**src/gbc_pkg.sv**
```systemverilog
// package: register layout, reset values and helpers for the gate bias config
// Contract
// - APC source 00: per-channel register holds APC parameter plus temperature hysteresis.
// - APC source 10/11: register holds APC averaging/hysteresis controls plus temp hysteresis.
// - New temperature sample triggers calculation only if it differs by more than hysteresis.
// - APC parameter becomes the APC table pointer, used only while source bit 1 is 0.
// - APC parameter write triggers calculation when source bit 1 is 0 and APC comp on.
// - Tracking adds one sixteenth of difference (equation 0) or one quarter (equation 1).
// - Initial average takes exactly 16 samples; equation and limiter do not affect it.
// - Tracking computes sample minus average, clamps per limiter, then adds scaled result.
// - APC limiter has no effect unless APC averaging is enabled for that channel.
// - Alarm bits 11..8 enable ch2 APC, ch2 temp, ch1 APC, ch1 temp filters; write only.
// - Averaged temperature follows temp sensor select; averaged APC follows APC source.
// - Alarm bits 7,5,3,1 enable ch2 temp, ch2 current, ch1 temp, ch1 current alarms.
// - Alarm mode bits 6,4,2,0: 0 hysteresis mode, 1 window mode.
// - Config bit 15 selects ch2 temp equation, bits 14..12 its limiter; write only, reset 0.
// - Load bits 11 and 5: 0 loads DAC input and output, 1 input register only.
// - Temperature compensation bits 10 and 4 let temperature samples trigger calculations.
// - APC compensation bits 9 and 3 let current samples or APC writes trigger calculations.
// - Temperature select bits 8 and 2: 0 remote external sensor, 1 internal die sensor.
// - APC source fields at bits 7:6 (ch2) and 1:0 (ch1), reset to 00.
// - APC source: 00 stored parameter, 01 reserved, 10 drain current, 11 auxiliary input.
// - Limiter codes 0..7: none, then 1, 3, 7, 15, 31, 63, 127 LSB clamps.
package gbc_pkg;
    localparam int NUM_CH = 2;
    localparam int DATA_W = 12;
    localparam int REG_W = 16;

    // register select codes on the host register port
    localparam logic [1:0] SEL_HIST_APC_CH1 = 2'h0;
    localparam logic [1:0] SEL_HIST_APC_CH2 = 2'h1;
    localparam logic [1:0] SEL_ALARM_FILTER = 2'h2;
    localparam logic [1:0] SEL_CALC_SOURCE = 2'h3;

    // reset values
    localparam logic [15:0] HIST_APC_RST = 16'h0000;
    localparam logic [11:0] ALARM_FILTER_RST = 12'h000;
    localparam logic [15:0] CALC_SOURCE_RST = 16'h0000;

    // hysteresis/APC register fields
    localparam int HA_THYST_LSB = 0;
    localparam int HA_AHYST_LSB = 4;
    localparam int HA_APC_LSB = 4;
    localparam int HA_ALIMIT_LSB = 12;
    localparam int HA_AEQ_BIT = 15;

    // alarm/filter register fields, channel stride 4 for alarms, 2 for filters
    localparam int AL_IWIN = 0;
    localparam int AL_IEN = 1;
    localparam int AL_TWIN = 2;
    localparam int AL_TEN = 3;
    localparam int AL_CH_STRIDE = 4;
    localparam int AL_TAVG = 8;
    localparam int AL_AAVG = 9;
    localparam int AL_AVG_STRIDE = 2;
    localparam logic [11:0] AL_READ_MASK = 12'h0ff;

    // calc source/trigger register fields, channel stride 6
    localparam int SC_SRC_LSB = 0;
    localparam int SC_TSRC = 2;
    localparam int SC_APCCOMP = 3;
    localparam int SC_TCOMP = 4;
    localparam int SC_LDAC = 5;
    localparam int SC_CH_STRIDE = 6;
    localparam int SC_T2LIM_LSB = 12;
    localparam int SC_T2EQ_BIT = 15;
    localparam logic [15:0] SC_READ_MASK = 16'h0fff;

    // APC source encodings
    localparam logic [1:0] SRC_PARAM = 2'h0;
    localparam logic [1:0] SRC_RSVD = 2'h1;
    localparam logic [1:0] SRC_DRAIN = 2'h2;
    localparam logic [1:0] SRC_AUX = 2'h3;

    // initial average acquisition
    localparam logic [4:0] ACQ_LAST = 5'h0f;
    localparam int ACQ_SHIFT = 4;

    // clamp in LSBs for a limiter code, zero meaning no limiting
    function automatic logic [7:0] limit_lsbs(input logic [2:0] code);
        limit_lsbs = (8'h01 << code) - 8'h01;
    endfunction

    // true when two samples differ by more than the hysteresis
    function automatic logic exceeds(input logic [11:0] a, input logic [11:0] b,
                                     input logic [3:0] h);
        logic [11:0] mag;
        mag = (a > b) ? (a - b) : (b - a);
        exceeds = mag > {8'h00, h};
    endfunction
endpackage

```
**src/gbc_config.sv**
```systemverilog
// gate bias config: registers, sample filtering and calculation triggers
`timescale 1ns/1ps
module gbc_config
    import gbc_pkg::*;
(
    input wire logic clk_sys, // system clock, 20 MHz
    input wire logic sys_rst, // synchronous reset, active high
    // host register port
    input wire logic reg_wr, // register write strobe
    input wire logic reg_rd, // register read strobe
    input wire logic [1:0] reg_sel, // register select
    input wire logic [15:0] reg_wdata, // write data
    output logic [15:0] reg_rdata, // read data, one cycle after read
    // measurement samples
    input wire logic [1:0] ext_temp_valid, // remote sensor sample strobe
    input wire logic [1:0][11:0] ext_temp_data, // remote sensor samples
    input wire logic int_temp_valid, // die sensor sample strobe
    input wire logic [11:0] int_temp_data, // die sensor sample
    input wire logic [1:0] drain_valid, // drain current sample strobe
    input wire logic [1:0][11:0] drain_data, // drain current samples
    input wire logic [1:0] aux_valid, // auxiliary input sample strobe
    input wire logic [1:0][11:0] aux_data, // auxiliary input samples
    // calculation engine side
    output logic [1:0] calc_trigger, // one-cycle calculation request
    output logic [1:0] load_input_only, // 1: result to DAC input only
    output logic [1:0] temp_comp_en, // temperature term included
    output logic [1:0] apc_comp_en, // APC term included
    output logic [1:0][11:0] temp_param, // temperature value in use
    output logic [1:0][11:0] apc_lut_ptr, // APC table pointer in use
    // alarm block side
    output logic [1:0] temp_alarm_en, // temperature alarm enable
    output logic [1:0] temp_alarm_window, // 1: window, 0: hysteresis
    output logic [1:0] current_alarm_en, // current alarm enable
    output logic [1:0] current_alarm_window // 1: window, 0: hysteresis
);
    typedef struct packed {
        logic [1:0][15:0] hist_apc;
        logic [11:0] alarm_cfg;
        logic [15:0] calc_cfg;
        logic [15:0] rdata;
        logic [1:0][11:0] last_temp;
        logic [1:0] last_temp_ok;
        logic [1:0][11:0] last_apc;
        logic [1:0] last_apc_ok;
        logic [1:0] trig;
        logic [1:0][11:0] temp_par;
        logic [1:0][11:0] lut_ptr;
    } gbc_cfg_state_t;

    gbc_cfg_state_t q, d;

    // filter inputs and outputs per channel
    logic [1:0] tf_in_vld;
    logic [1:0][11:0] tf_in_data;
    logic [1:0] tf_en;
    logic [1:0] tf_eq;
    logic [1:0][2:0] tf_lim;
    logic [1:0] tf_vld;
    logic [1:0][11:0] tf_data;
    logic [1:0] af_in_vld;
    logic [1:0][11:0] af_in_data;
    logic [1:0] af_en;
    logic [1:0] af_vld;
    logic [1:0][11:0] af_data;

    // source field of a channel in the calc/source register
    function automatic logic [1:0] apc_src(input logic [15:0] cfg, input int c);
        apc_src = cfg[c*SC_CH_STRIDE+SC_SRC_LSB +: 2];
    endfunction

    // per-channel sample routing and filters
    genvar ch;
    generate
        for (ch = 0; ch < NUM_CH; ch++) begin : g_ch
            // temperature source follows the sensor select bit
            always_comb begin
                if (q.calc_cfg[ch*SC_CH_STRIDE+SC_TSRC]) begin
                    tf_in_vld[ch] = int_temp_valid;
                    tf_in_data[ch] = int_temp_data;
                end else begin
                    tf_in_vld[ch] = ext_temp_valid[ch];
                    tf_in_data[ch] = ext_temp_data[ch];
                end
            end

            // APC source follows the source field, 00 and 01 feed no samples
            always_comb begin
                af_in_vld[ch] = 1'b0;
                af_in_data[ch] = 12'h000;
                case (apc_src(q.calc_cfg, ch))
                    SRC_DRAIN: begin
                        af_in_vld[ch] = drain_valid[ch];
                        af_in_data[ch] = drain_data[ch];
                    end
                    SRC_AUX: begin
                        af_in_vld[ch] = aux_valid[ch];
                        af_in_data[ch] = aux_data[ch];
                    end
                    default: begin
                        af_in_vld[ch] = 1'b0;
                        af_in_data[ch] = 12'h000;
                    end
                endcase
            end

            // filter enables from the write-only alarm/filter bits
            assign tf_en[ch] = q.alarm_cfg[AL_TAVG+ch*AL_AVG_STRIDE];
            assign af_en[ch] = q.alarm_cfg[AL_AAVG+ch*AL_AVG_STRIDE];

            gbc_avg_filter u_temp_flt (
                .clk_sys(clk_sys),
                .sys_rst(sys_rst),
                .enable(tf_en[ch]),
                .equation(tf_eq[ch]),
                .limit(tf_lim[ch]),
                .smp_valid(tf_in_vld[ch]),
                .smp_data(tf_in_data[ch]),
                .out_valid(tf_vld[ch]),
                .out_data(tf_data[ch])
            );

            // APC averaging controls live in the register only in 1x mode
            gbc_avg_filter u_apc_flt (
                .clk_sys(clk_sys),
                .sys_rst(sys_rst),
                .enable(af_en[ch]),
                .equation(q.hist_apc[ch][HA_AEQ_BIT]),
                .limit(q.hist_apc[ch][HA_ALIMIT_LSB +: 3]),
                .smp_valid(af_in_vld[ch]),
                .smp_data(af_in_data[ch]),
                .out_valid(af_vld[ch]),
                .out_data(af_data[ch])
            );
        end
    endgenerate

    // channel 2 temperature filter takes its controls from the config register
    assign tf_eq[0] = 1'b0;
    assign tf_lim[0] = 3'h0;
    assign tf_eq[1] = q.calc_cfg[SC_T2EQ_BIT];
    assign tf_lim[1] = q.calc_cfg[SC_T2LIM_LSB +: 3];

    // next state: register writes, reads and trigger evaluation
    always_comb begin
        logic [1:0] src;
        logic tcomp;
        logic acomp;
        logic [3:0] thyst;
        logic [3:0] ahyst;
        src = 2'h0;
        tcomp = 1'b0;
        acomp = 1'b0;
        thyst = 4'h0;
        ahyst = 4'h0;
        d = q;
        d.trig = 2'h0;

        // host writes; reset leaves every field cleared
        if (reg_wr) begin
            case (reg_sel)
                SEL_HIST_APC_CH1: d.hist_apc[0] = reg_wdata;
                SEL_HIST_APC_CH2: d.hist_apc[1] = reg_wdata;
                SEL_ALARM_FILTER: d.alarm_cfg = reg_wdata[11:0];
                SEL_CALC_SOURCE: d.calc_cfg = reg_wdata;
                default: d.calc_cfg = q.calc_cfg;
            endcase
        end

        // host reads; write-only bits read back as zero
        if (reg_rd) begin
            case (reg_sel)
                SEL_HIST_APC_CH1: d.rdata = q.hist_apc[0];
                SEL_HIST_APC_CH2: d.rdata = q.hist_apc[1];
                SEL_ALARM_FILTER:
                    d.rdata = {4'h0, q.alarm_cfg & AL_READ_MASK};
                SEL_CALC_SOURCE:
                    d.rdata = q.calc_cfg & SC_READ_MASK;
                default: d.rdata = 16'h0000;
            endcase
        end

        // each channel evaluated on its own settings only
        for (int c = 0; c < NUM_CH; c++) begin
            src = apc_src(q.calc_cfg, c);
            tcomp = q.calc_cfg[c*SC_CH_STRIDE+SC_TCOMP];
            acomp = q.calc_cfg[c*SC_CH_STRIDE+SC_APCCOMP];
            thyst = q.hist_apc[c][HA_THYST_LSB +: 4];
            ahyst = q.hist_apc[c][HA_AHYST_LSB +: 4];

            // temperature sample beyond hysteresis starts a calculation
            if (tf_vld[c] && tcomp) begin
                if (!q.last_temp_ok[c] ||
                    exceeds(tf_data[c], q.last_temp[c], thyst)) begin
                    d.trig[c] = 1'b1;
                    d.last_temp[c] = tf_data[c];
                    d.last_temp_ok[c] = 1'b1;
                    d.temp_par[c] = tf_data[c];
                end
            end

            // measured APC sample beyond its hysteresis starts a calculation
            if (src[1] && af_vld[c] && acomp) begin
                if (!q.last_apc_ok[c] ||
                    exceeds(af_data[c], q.last_apc[c], ahyst)) begin
                    d.trig[c] = 1'b1;
                    d.last_apc[c] = af_data[c];
                    d.last_apc_ok[c] = 1'b1;
                    d.lut_ptr[c] = af_data[c];
                end
            end

            // stored APC parameter is the pointer while source bit 1 is 0
            if (!src[1]) begin
                d.lut_ptr[c] = d.hist_apc[c][HA_APC_LSB +: 12];
                d.last_apc_ok[c] = 1'b0;
            end

            // a parameter write counts only in stored-parameter mode
            if (reg_wr && reg_sel == (c == 0 ? SEL_HIST_APC_CH1
                                              : SEL_HIST_APC_CH2)) begin
                if (!src[1] && acomp) begin
                    d.trig[c] = 1'b1;
                end
            end

            // leaving temperature compensation forgets the last used sample
            if (!tcomp) begin
                d.last_temp_ok[c] = 1'b0;
            end
        end
    end

    // state register
    always_ff @(posedge clk_sys) begin
        if (sys_rst) begin
            q <= '0;
            q.hist_apc[0] <= HIST_APC_RST;
            q.hist_apc[1] <= HIST_APC_RST;
            q.alarm_cfg <= ALARM_FILTER_RST;
            q.calc_cfg <= CALC_SOURCE_RST;
        end else begin
            q <= d;
        end
    end

    // outputs straight from the state register
    assign reg_rdata = q.rdata;
    assign calc_trigger = q.trig;
    assign temp_param = q.temp_par;
    assign apc_lut_ptr = q.lut_ptr;

    // configuration bits fanned out per channel
    generate
        for (ch = 0; ch < NUM_CH; ch++) begin : g_out
            assign load_input_only[ch] =
                q.calc_cfg[ch*SC_CH_STRIDE+SC_LDAC];
            assign temp_comp_en[ch] =
                q.calc_cfg[ch*SC_CH_STRIDE+SC_TCOMP];
            assign apc_comp_en[ch] =
                q.calc_cfg[ch*SC_CH_STRIDE+SC_APCCOMP];
            assign temp_alarm_en[ch] =
                q.alarm_cfg[ch*AL_CH_STRIDE+AL_TEN];
            assign temp_alarm_window[ch] =
                q.alarm_cfg[ch*AL_CH_STRIDE+AL_TWIN];
            assign current_alarm_en[ch] =
                q.alarm_cfg[ch*AL_CH_STRIDE+AL_IEN];
            assign current_alarm_window[ch] =
                q.alarm_cfg[ch*AL_CH_STRIDE+AL_IWIN];
        end
    endgenerate
endmodule

```
**src/gbc_avg_filter.sv**
```systemverilog
// averaging filter: 16-sample acquisition then limited tracking average
`timescale 1ns/1ps
module gbc_avg_filter
    import gbc_pkg::*;
(
    input wire logic clk_sys, // system clock
    input wire logic sys_rst, // synchronous reset, active high
    input wire logic enable, // averaging enabled
    input wire logic equation, // 0: 1/16 step, 1: 1/4 step
    input wire logic [2:0] limit, // difference limiter code
    input wire logic smp_valid, // new sample strobe
    input wire logic [11:0] smp_data, // new sample
    output logic out_valid, // filtered sample strobe
    output logic [11:0] out_data // filtered sample
);
    typedef struct packed {
        logic [4:0] acq_cnt;
        logic [15:0] acc;
        logic [11:0] avg;
        logic avg_ok;
        logic [11:0] out;
        logic out_vld;
    } gbc_flt_state_t;

    gbc_flt_state_t q, d;

    // next state of the filter
    always_comb begin
        logic [15:0] sum;
        logic signed [12:0] diff;
        logic signed [12:0] lim;
        logic signed [12:0] step;
        logic [11:0] navg;
        sum = q.acc + {4'h0, smp_data};
        diff = $signed({1'b0, smp_data}) - $signed({1'b0, q.avg});
        lim = $signed({5'h00, limit_lsbs(limit)});
        step = 13'sh0;
        navg = q.avg;
        d = q;
        d.out_vld = 1'b0;
        if (!enable) begin
            // disabled: raw samples pass, limiter has no effect
            d.acq_cnt = 5'h00;
            d.acc = 16'h0000;
            d.avg_ok = 1'b0;
            if (smp_valid) begin
                d.out = smp_data;
                d.out_vld = 1'b1;
            end
        end else if (smp_valid && !q.avg_ok) begin
            // acquisition ignores equation and limiter
            d.acc = sum;
            if (q.acq_cnt == ACQ_LAST) begin
                navg = sum[15:ACQ_SHIFT];
                d.avg = navg;
                d.avg_ok = 1'b1;
                d.out = navg;
                d.out_vld = 1'b1;
            end else begin
                d.acq_cnt = q.acq_cnt + 5'h01;
            end
        end else if (smp_valid) begin
            // tracking: symmetric clamp then scaled add
            if (limit != 3'h0) begin
                if (diff > lim) begin
                    diff = lim;
                end else if (diff < -lim) begin
                    diff = -lim;
                end
            end
            step = equation ? (diff >>> 2) : (diff >>> 4);
            navg = 12'(q.avg + step[11:0]);
            d.avg = navg;
            d.out = navg;
            d.out_vld = 1'b1;
        end
    end

    // state register
    always_ff @(posedge clk_sys) begin
        if (sys_rst) begin
            q <= '0;
        end else begin
            q <= d;
        end
    end

    assign out_valid = q.out_vld;
    assign out_data = q.out;
endmodule

```
**config.mk**
```make
export PLATFORM = sky130hd
export DESIGN_NAME = gbc_config
export DESIGN_NICKNAME = d
export VERILOG_FILES = /design/src/gbc_pkg.sv /design/src/gbc_config.sv /design/src/gbc_avg_filter.sv
export SDC_FILE = /design/constraint.sdc
export NUM_CORES = 1
export LEC_CHECK = 0
export BUFFER_PORTS_ARGS = -buffer_cell sky130_fd_sc_hd__buf_2
export CORE_MARGIN = 2
export CORE_UTILIZATION = 57
export DETAILED_ROUTE_END_ITERATION = 12
export PLACE_DENSITY = 0.79
export SYNTH_ARGS = -nofsm -noshare
export SYNTH_HDL_FRONTEND = slang
export SYNTH_SLANG_ARGS = --single-unit
```
**constraint.sdc**
```tcl
create_clock -name clk_sys -period 6.4 [get_ports clk_sys]
set_clock_uncertainty 0.1 [all_clocks]
set_input_delay 0.32 -clock clk_sys [delete_from_list [all_inputs] [get_ports clk_sys]]
set_output_delay 0.32 -clock clk_sys [all_outputs]
set_load 0.01 [all_outputs]
```
-- Word level (Yosys, flattened, before mapping)
Cells that the tools add are included.
- output and inout bits: 80
- bits in latches: 0
- input port bits: 113
- memory bits (writable): 0
- memories kept: 0
- register bits: 342
- ROM bits: 0
- logic and storage cells: 286
- div/mod/pow operators: 0
- shifts and indexed selects: 3
- add/subtract/negate cells: 30
- reduce and logical (&&, ||, !) cells: 74
- equality and inequality tests: 23
- mux-type cells: 88
- order comparisons: 14
- multiply operators: 0
- bitwise logic cells: 12
- operators with widths (cell ; count):
    13-bit two-way mux ; 37
    12-bit two-way mux ; 21
    26-bit two-way mux ; 4
    12-bit subtractor ; 8
    16-bit by 12-bit adder with 16-bit output ; 4
    16-bit one-hot mux with 4 select lines ; 1
    60-bit two-way mux ; 1
    12-bit by 12-bit subtractor with 13-bit output ; 4
    12-bit adder ; 4
    12-bit greater-than comparator ; 4
    12-bit by 4-bit greater-than comparator with 1-bit output ; 4
    16-bit two-way mux ; 3
    12-bit one-hot mux with 2 select lines ; 2
    13-bit by 9-bit greater-than comparator with 1-bit output ; 3
    13-bit less-than comparator ; 3
    8-bit negator with 13-bit output ; 3
    2-bit AND reduction ; 18
    10-bit two-way mux ; 3
    3-bit AND reduction ; 8
    1-bit by 3-bit << shifter with 8-bit output (first input constant) ; 3
    8-bit by 1-bit subtractor with 8-bit output (second input constant) ; 3
    5-bit by 1-bit adder with 5-bit output (second input constant) ; 4
    5-bit by 4-bit == test with 1-bit output (second input constant) ; 4
    2-bit nonzero test ; 8
    other kinds (14) ; 87

-- Depth between registers and ports, before layout
- depth after elaboration: 15
- mapped depth: 39
- mapped depth without buffers: 37

-- By module
From an unflattened synthesis, not the netlist that was laid out.
- cells, all modules: 4082
- area total of the unflattened synthesis: 31839.3 µm²
- by module, submodules not included (module ; area an instance (µm²) ; seq. area each (µm²) ; cells each ; instances):
    gbc_avg_filter (g_ch[0].u_apc_flt ...) ; 4774.6 ; 940.9 ; 626 ; 3
    gbc_config ; 12841.1 ; 3083.0 ; 1587 ; 1
    gbc_avg_filter (g_ch[0].u_temp_flt) ; 4674.5 ; 940.9 ; 617 ; 1

-- Worst setup path after synthesis
OpenSTA, ideal clock, no wires.
- kind: reg-to-reg
- start: register q[118] in the netlist's numbering
- end: register g_ch[0].u_apc_flt.q[25] in the netlist's numbering
- path buffers: 3
- clock period less this slack: 6.785 ns
- setup slack: -0.385 ns
- arrival time: 6.590 ns
- stages on the path, launching flop included: 36
- library setup time: 0.095 ns
- required time: 6.205 ns
- cell sequence: dfxtp_1 -> clkbuf_1 -> clkbuf_1 -> mux2i_1 -> nor2_1 -> ha_1 -> a21o_1 -> a21oi_1 -> o21bai_1 -> a21oi_1 -> xor2_1 -> inv_1 -> ha_1 -> a211oi_1 -> nand2_1 -> a31oi_1 -> o21a_1 -> o31ai_1 -> a31o_2 -> and2_1 -> clkbuf_1 -> a21oi_1 -> a211oi_1 -> mux2_2 -> ha_1 -> a21o_1 -> a21oi_1 -> o21ai_0 -> a21oi_1 -> o21a_1 -> o21a_1 -> mux2i_1 -> o2111ai_1 -> nor4_1 -> nor3_1 -> a221oi_1
- word-level cells in the longest chain between the ends: 14
- elaborated cells between the ends (all ways): 23
- those cells by class: 3 x add/sub; 2 x order compare; 3 x eq/ne; 12 x mux; 3 x reduce/logical
- ends and longest elaborated chain (element ; line ; source):
    from (decl) ; gbc_config.sv:50 ; gbc_cfg_state_t q, d;
    2-bit == test ; gbc_config.sv:90 ; case (apc_src(q.calc_cfg, ch))
    12-bit one-hot mux with 2 select lines ; gbc_config.sv:90 ;
    12-bit by 12-bit subtractor with 13-bit output ; gbc_avg_filter.sv:35 ; diff = $signed({1'b0, smp_data}) - $signed({1'b0, q.avg});
    13-bit less-than comparator ; gbc_avg_filter.sv:67 ; end else if (diff < -lim) begin
    13-bit two-way mux ; gbc_avg_filter.sv:67 ;
    13-bit two-way mux ; gbc_avg_filter.sv:65 ; if (diff > lim) begin
    13-bit two-way mux ; gbc_avg_filter.sv:64 ; if (limit != 3'h0) begin
    13-bit two-way mux ; gbc_avg_filter.sv:62 ; end else if (smp_valid) begin
    13-bit two-way mux ; gbc_avg_filter.sv:50 ; end else if (smp_valid && !q.avg_ok) begin
    13-bit two-way mux ; gbc_avg_filter.sv:41 ; if (!enable) begin
    10-bit two-way mux ; gbc_avg_filter.sv:71 ; step = equation ? (diff >>> 2) : (diff >>> 4);
    12-bit adder ; gbc_avg_filter.sv:72 ; navg = 12'(q.avg + step[11:0]);
    12-bit two-way mux ; gbc_avg_filter.sv:62 ;
    12-bit two-way mux ; gbc_avg_filter.sv:50 ;
    to (signal assigned) ; gbc_avg_filter.sv:82 ; q <= '0;
    to (signal assigned) ; gbc_avg_filter.sv:84 ; q <= d;
    to (decl) ; gbc_avg_filter.sv:25 ; gbc_flt_state_t q, d;
Several ways; a longest one is shown, not always the timed one. The select of a mux whose other input is x is not followed.
A chain may end at the register's enable or synchronous reset.

-- Worst setup path after layout
- start: register q[118] in the netlist's numbering
- end: register g_ch[0].u_apc_flt.q[24] in the netlist's numbering
The elaborated chain is that of the path after synthesis.

==> run metrics <==
drt pass-1 iters 9; htree depth 2; Vias/cell between 5 and 6; drt drc 0; row cnt 82; Max Cap Viol 0; via count 27859; Routed Antenna Nets 0; die area roughly 52000 um2; YS warnings 0; pins over their slew limit 0; CP max-delay cell fa_2; first-pass GRT wire length 134200 um; number of DRC markers in iteration 0 2622; Synth Area in Compound Gates 0.2142; register area between 6000 and 7000 um2; syn_area_per_cell about 7.8 um2; Worst-Skew Late Latency 0.59 ns; power consumption 6.616 mW; slew margin rel. 0.2159; adder-cell area share of the yosys netlist 0.1519; All-Layer GR Usage 0.3106; routed len/inst 18.37 um; Async SR Flop Fraction 0; Crit Path Category flop to flop; CP endpoint kind flop; Initial Util 0.5760; Synth Instances ~3700; Slew @ Worst Pin about 1.2 ns; Post-Synth XOR/XNOR Area 0.05434; startpoint types flop; Synth top area share 0.2379; Cells after DPL 4526; RSZ-0062 raised after global routing true; Synth area leader dfxtp_1; CTS tree yes; required time of the critical path ~6.8 ns; chip width 228.7 um; max incr delay on CP 0.40 ns; CTS buffer count 41; Worst Path Max Fanout 4; initial antenna violation count 0; Pwr Density 198.5 nW/um2; Top FF cell, synth dfxtp_1; CP arrival approximately 7 ns; synth cell count leaders 397 x nand2_1, 347 x nor2_1, 343 x a21oi_1; post-synthesis simple-gate area fraction 0.1830; Peak VDD IR 0.0001739 V; Seq/Total Area, Yosys 0.2379; violations in the final reports setup timing; part of the cycle the worst path needs 1.027; largest net degree at the start of global routing 83; leakage power 13.83 nW; clock sinks 342; minimum setup slack in the final design -0.1730 ns; RePlAce Congestion a little under 1; synth top area cells dfxtp_1 24%, ha_1 14%, a21oi_1 6.0%; fraction of layout cells with a size suffix above 1 0.1806; synthesized cell area 28780 um2; Yosys reg bits ~340; HPWL after detailed placement 63960 um; run status finished with violations; Tmin final 6.573 ns; root buf cell clkbuf_16; Final Setup Violations 9; Fillers 4120; Nets between 4000 and 5000; core area 49970 um2; WL final about 85000 um; largest family of logic cells by synthesized area compound AO/OA/AOI/OAI gates; Yosys cell types 95; Top cell by count, worst path o21ai_1; clock-pin slew on the worst setup and hold paths 0.06 ns; Post-synth EDFFs 0; Die Ht 228.7 um; final hold violations 0; hold_ws 0.1745 ns; CTS Buffer Depth 3; remaining global-route overflow 0; worst hold path class input pin to flop; final non-filler cell total 4648; f_max 0.1521 GHz; area used by multi-input combinational logic 20330 um2; vias in the first global route 25797; IO Count 193; post-synthesis mux area share 0.07660; Syn-to-layout area delta 15.79%; most frequent cell after synthesis nand2_1; IO buf count between 150 and 200
[sequential cells by signal, summed over array words and instances (netlist names)]
register / cells
apc_lut_ptr: 24
g_ch.u_apc_flt.q: 68
q: 72
af_en: 2
g_ch.u_temp_flt.out_data: 24
load_input_only: 2
g_ch.u_apc_flt.out_valid: 2
temp_comp_en: 2
g_ch.u_apc_flt.out_data: 24
temp_alarm_window: 2
apc_comp_en: 2
reg_rdata: 16
g_ch.u_temp_flt.out_valid: 2
current_alarm_window: 2
current_alarm_en: 2
temp_param: 24
calc_trigger: 2
g_ch.u_temp_flt.q: 68
temp_alarm_en: 2
[cells in the final DEF, fill, tap and decap left out, types with 50 or more instances in the layout]
| master | count |
|---|---|
| buf_4 | 219 |
| nor2b_1 | 50 |
| nor2_1 | 343 |
| mux2i_1 | 153 |
| buf_2 | 192 |
| inv_1 | 269 |
| nand2_1 | 394 |
| nor3_1 | 60 |
| xor2_1 | 63 |
| a21oi_1 | 316 |
| xnor2_1 | 104 |
| o21ai_0 | 153 |
| nand3_1 | 51 |
| dfxtp_1 | 339 |
| ha_1 | 301 |
| a21o_1 | 59 |
[cell families after synthesis]
kind of cell	count (synthesis)
simple gates	1147
fa+ha+maj	338
flops	342
buf+inv	530
xor+xnor	177
mux	205
compound gates	972
other cells	1
[final cells by class]
cell class              instances  area share
well taps                     672     0.02523
clock buffers                  50     0.03270
repair buffers                435     0.08575
inverters                     281     0.03173
clock inverters                25    0.009011
diodes                          1  0.00007509
flip-flops and latches        342      0.2056
multi-input cells            2842      0.6099
[path summary, 6_finish.rpt]
| check | cells past startpoint | slack, ns | from | to |
|---|---|---|---|---|
| max | 38 | -0.17 | q[118] | g_ch[0].u_apc_flt.q[24] |
| min | 4 | 0.17 | ext_temp_data[23] | g_ch[1].u_temp_flt.out_data[11] |
| max reg2reg | 38 | -0.17 | q[118] | g_ch[0].u_apc_flt.q[24] |
| min reg2reg | 2 | 0.36 | g_ch[1].u_temp_flt.q[37] | g_ch[1].u_temp_flt.q[37] |
[layer usage]
| layer | GRT usage | share of wire | up-vias |
|---|---|---|---|
| met4 | 0.1144 | 0.036 | 0 |
| met2 | 0.5094 | 0.46 | 1097 |
| li1 | - | - | 13459 |
| met3 | 0.04341 | 0.071 | 202 |
| met5 | 0 | 0 | - |
| met1 | 0.4154 | 0.44 | 13101 |
[through the flow]
stage	utilization	setup WS [ns]	instance area (um2)	setup TNS [ns]
floorplan	-	-0.07420	28800	-0.07420
detailed placement	0.6166	-0.4002	30810	-3.782
global route	0.6669	-0.6061	33320	-5.968
CTS	0.6525	-0.04049	32600	-0.04049
finish	0.6670	-0.1730	33330	-0.8027
global placement	0.6166	-0.2301	30810	-1.209
[report_power, final]
part | leakage, nW | switching (mW) | total, mW | internal, mW
clock network | 0.672 | 1.02 | 2.45 | 1.43
logic | 10.4 | 1.08 | 1.95 | 0.871
registers | 2.77 | 0.0452 | 2.22 | 2.17
[critical path, delay by kind of cell, from the launching register on]
family	cells	cell delay, ns
xor gates and xnor gates	2	0.49
buffers and inverters	6	0.55
and+or+nand+nor	4	0.38
muxes	2	0.31
DFF	1	0.34
AOI/OAI and AO/OA	20	3.17
adders and majority gates	4	1.14
[timing repair]
item                                    CTS  global route
setup buffers                            11            18
endpoints found under the setup margin   25            39
pin swaps                                25            96
gates resized for setup                  49           142
cloned                                    0             1
hold endpoints to repair                 47             0
hold buffers                             16             0
Power figures use the tool's default switching activity.
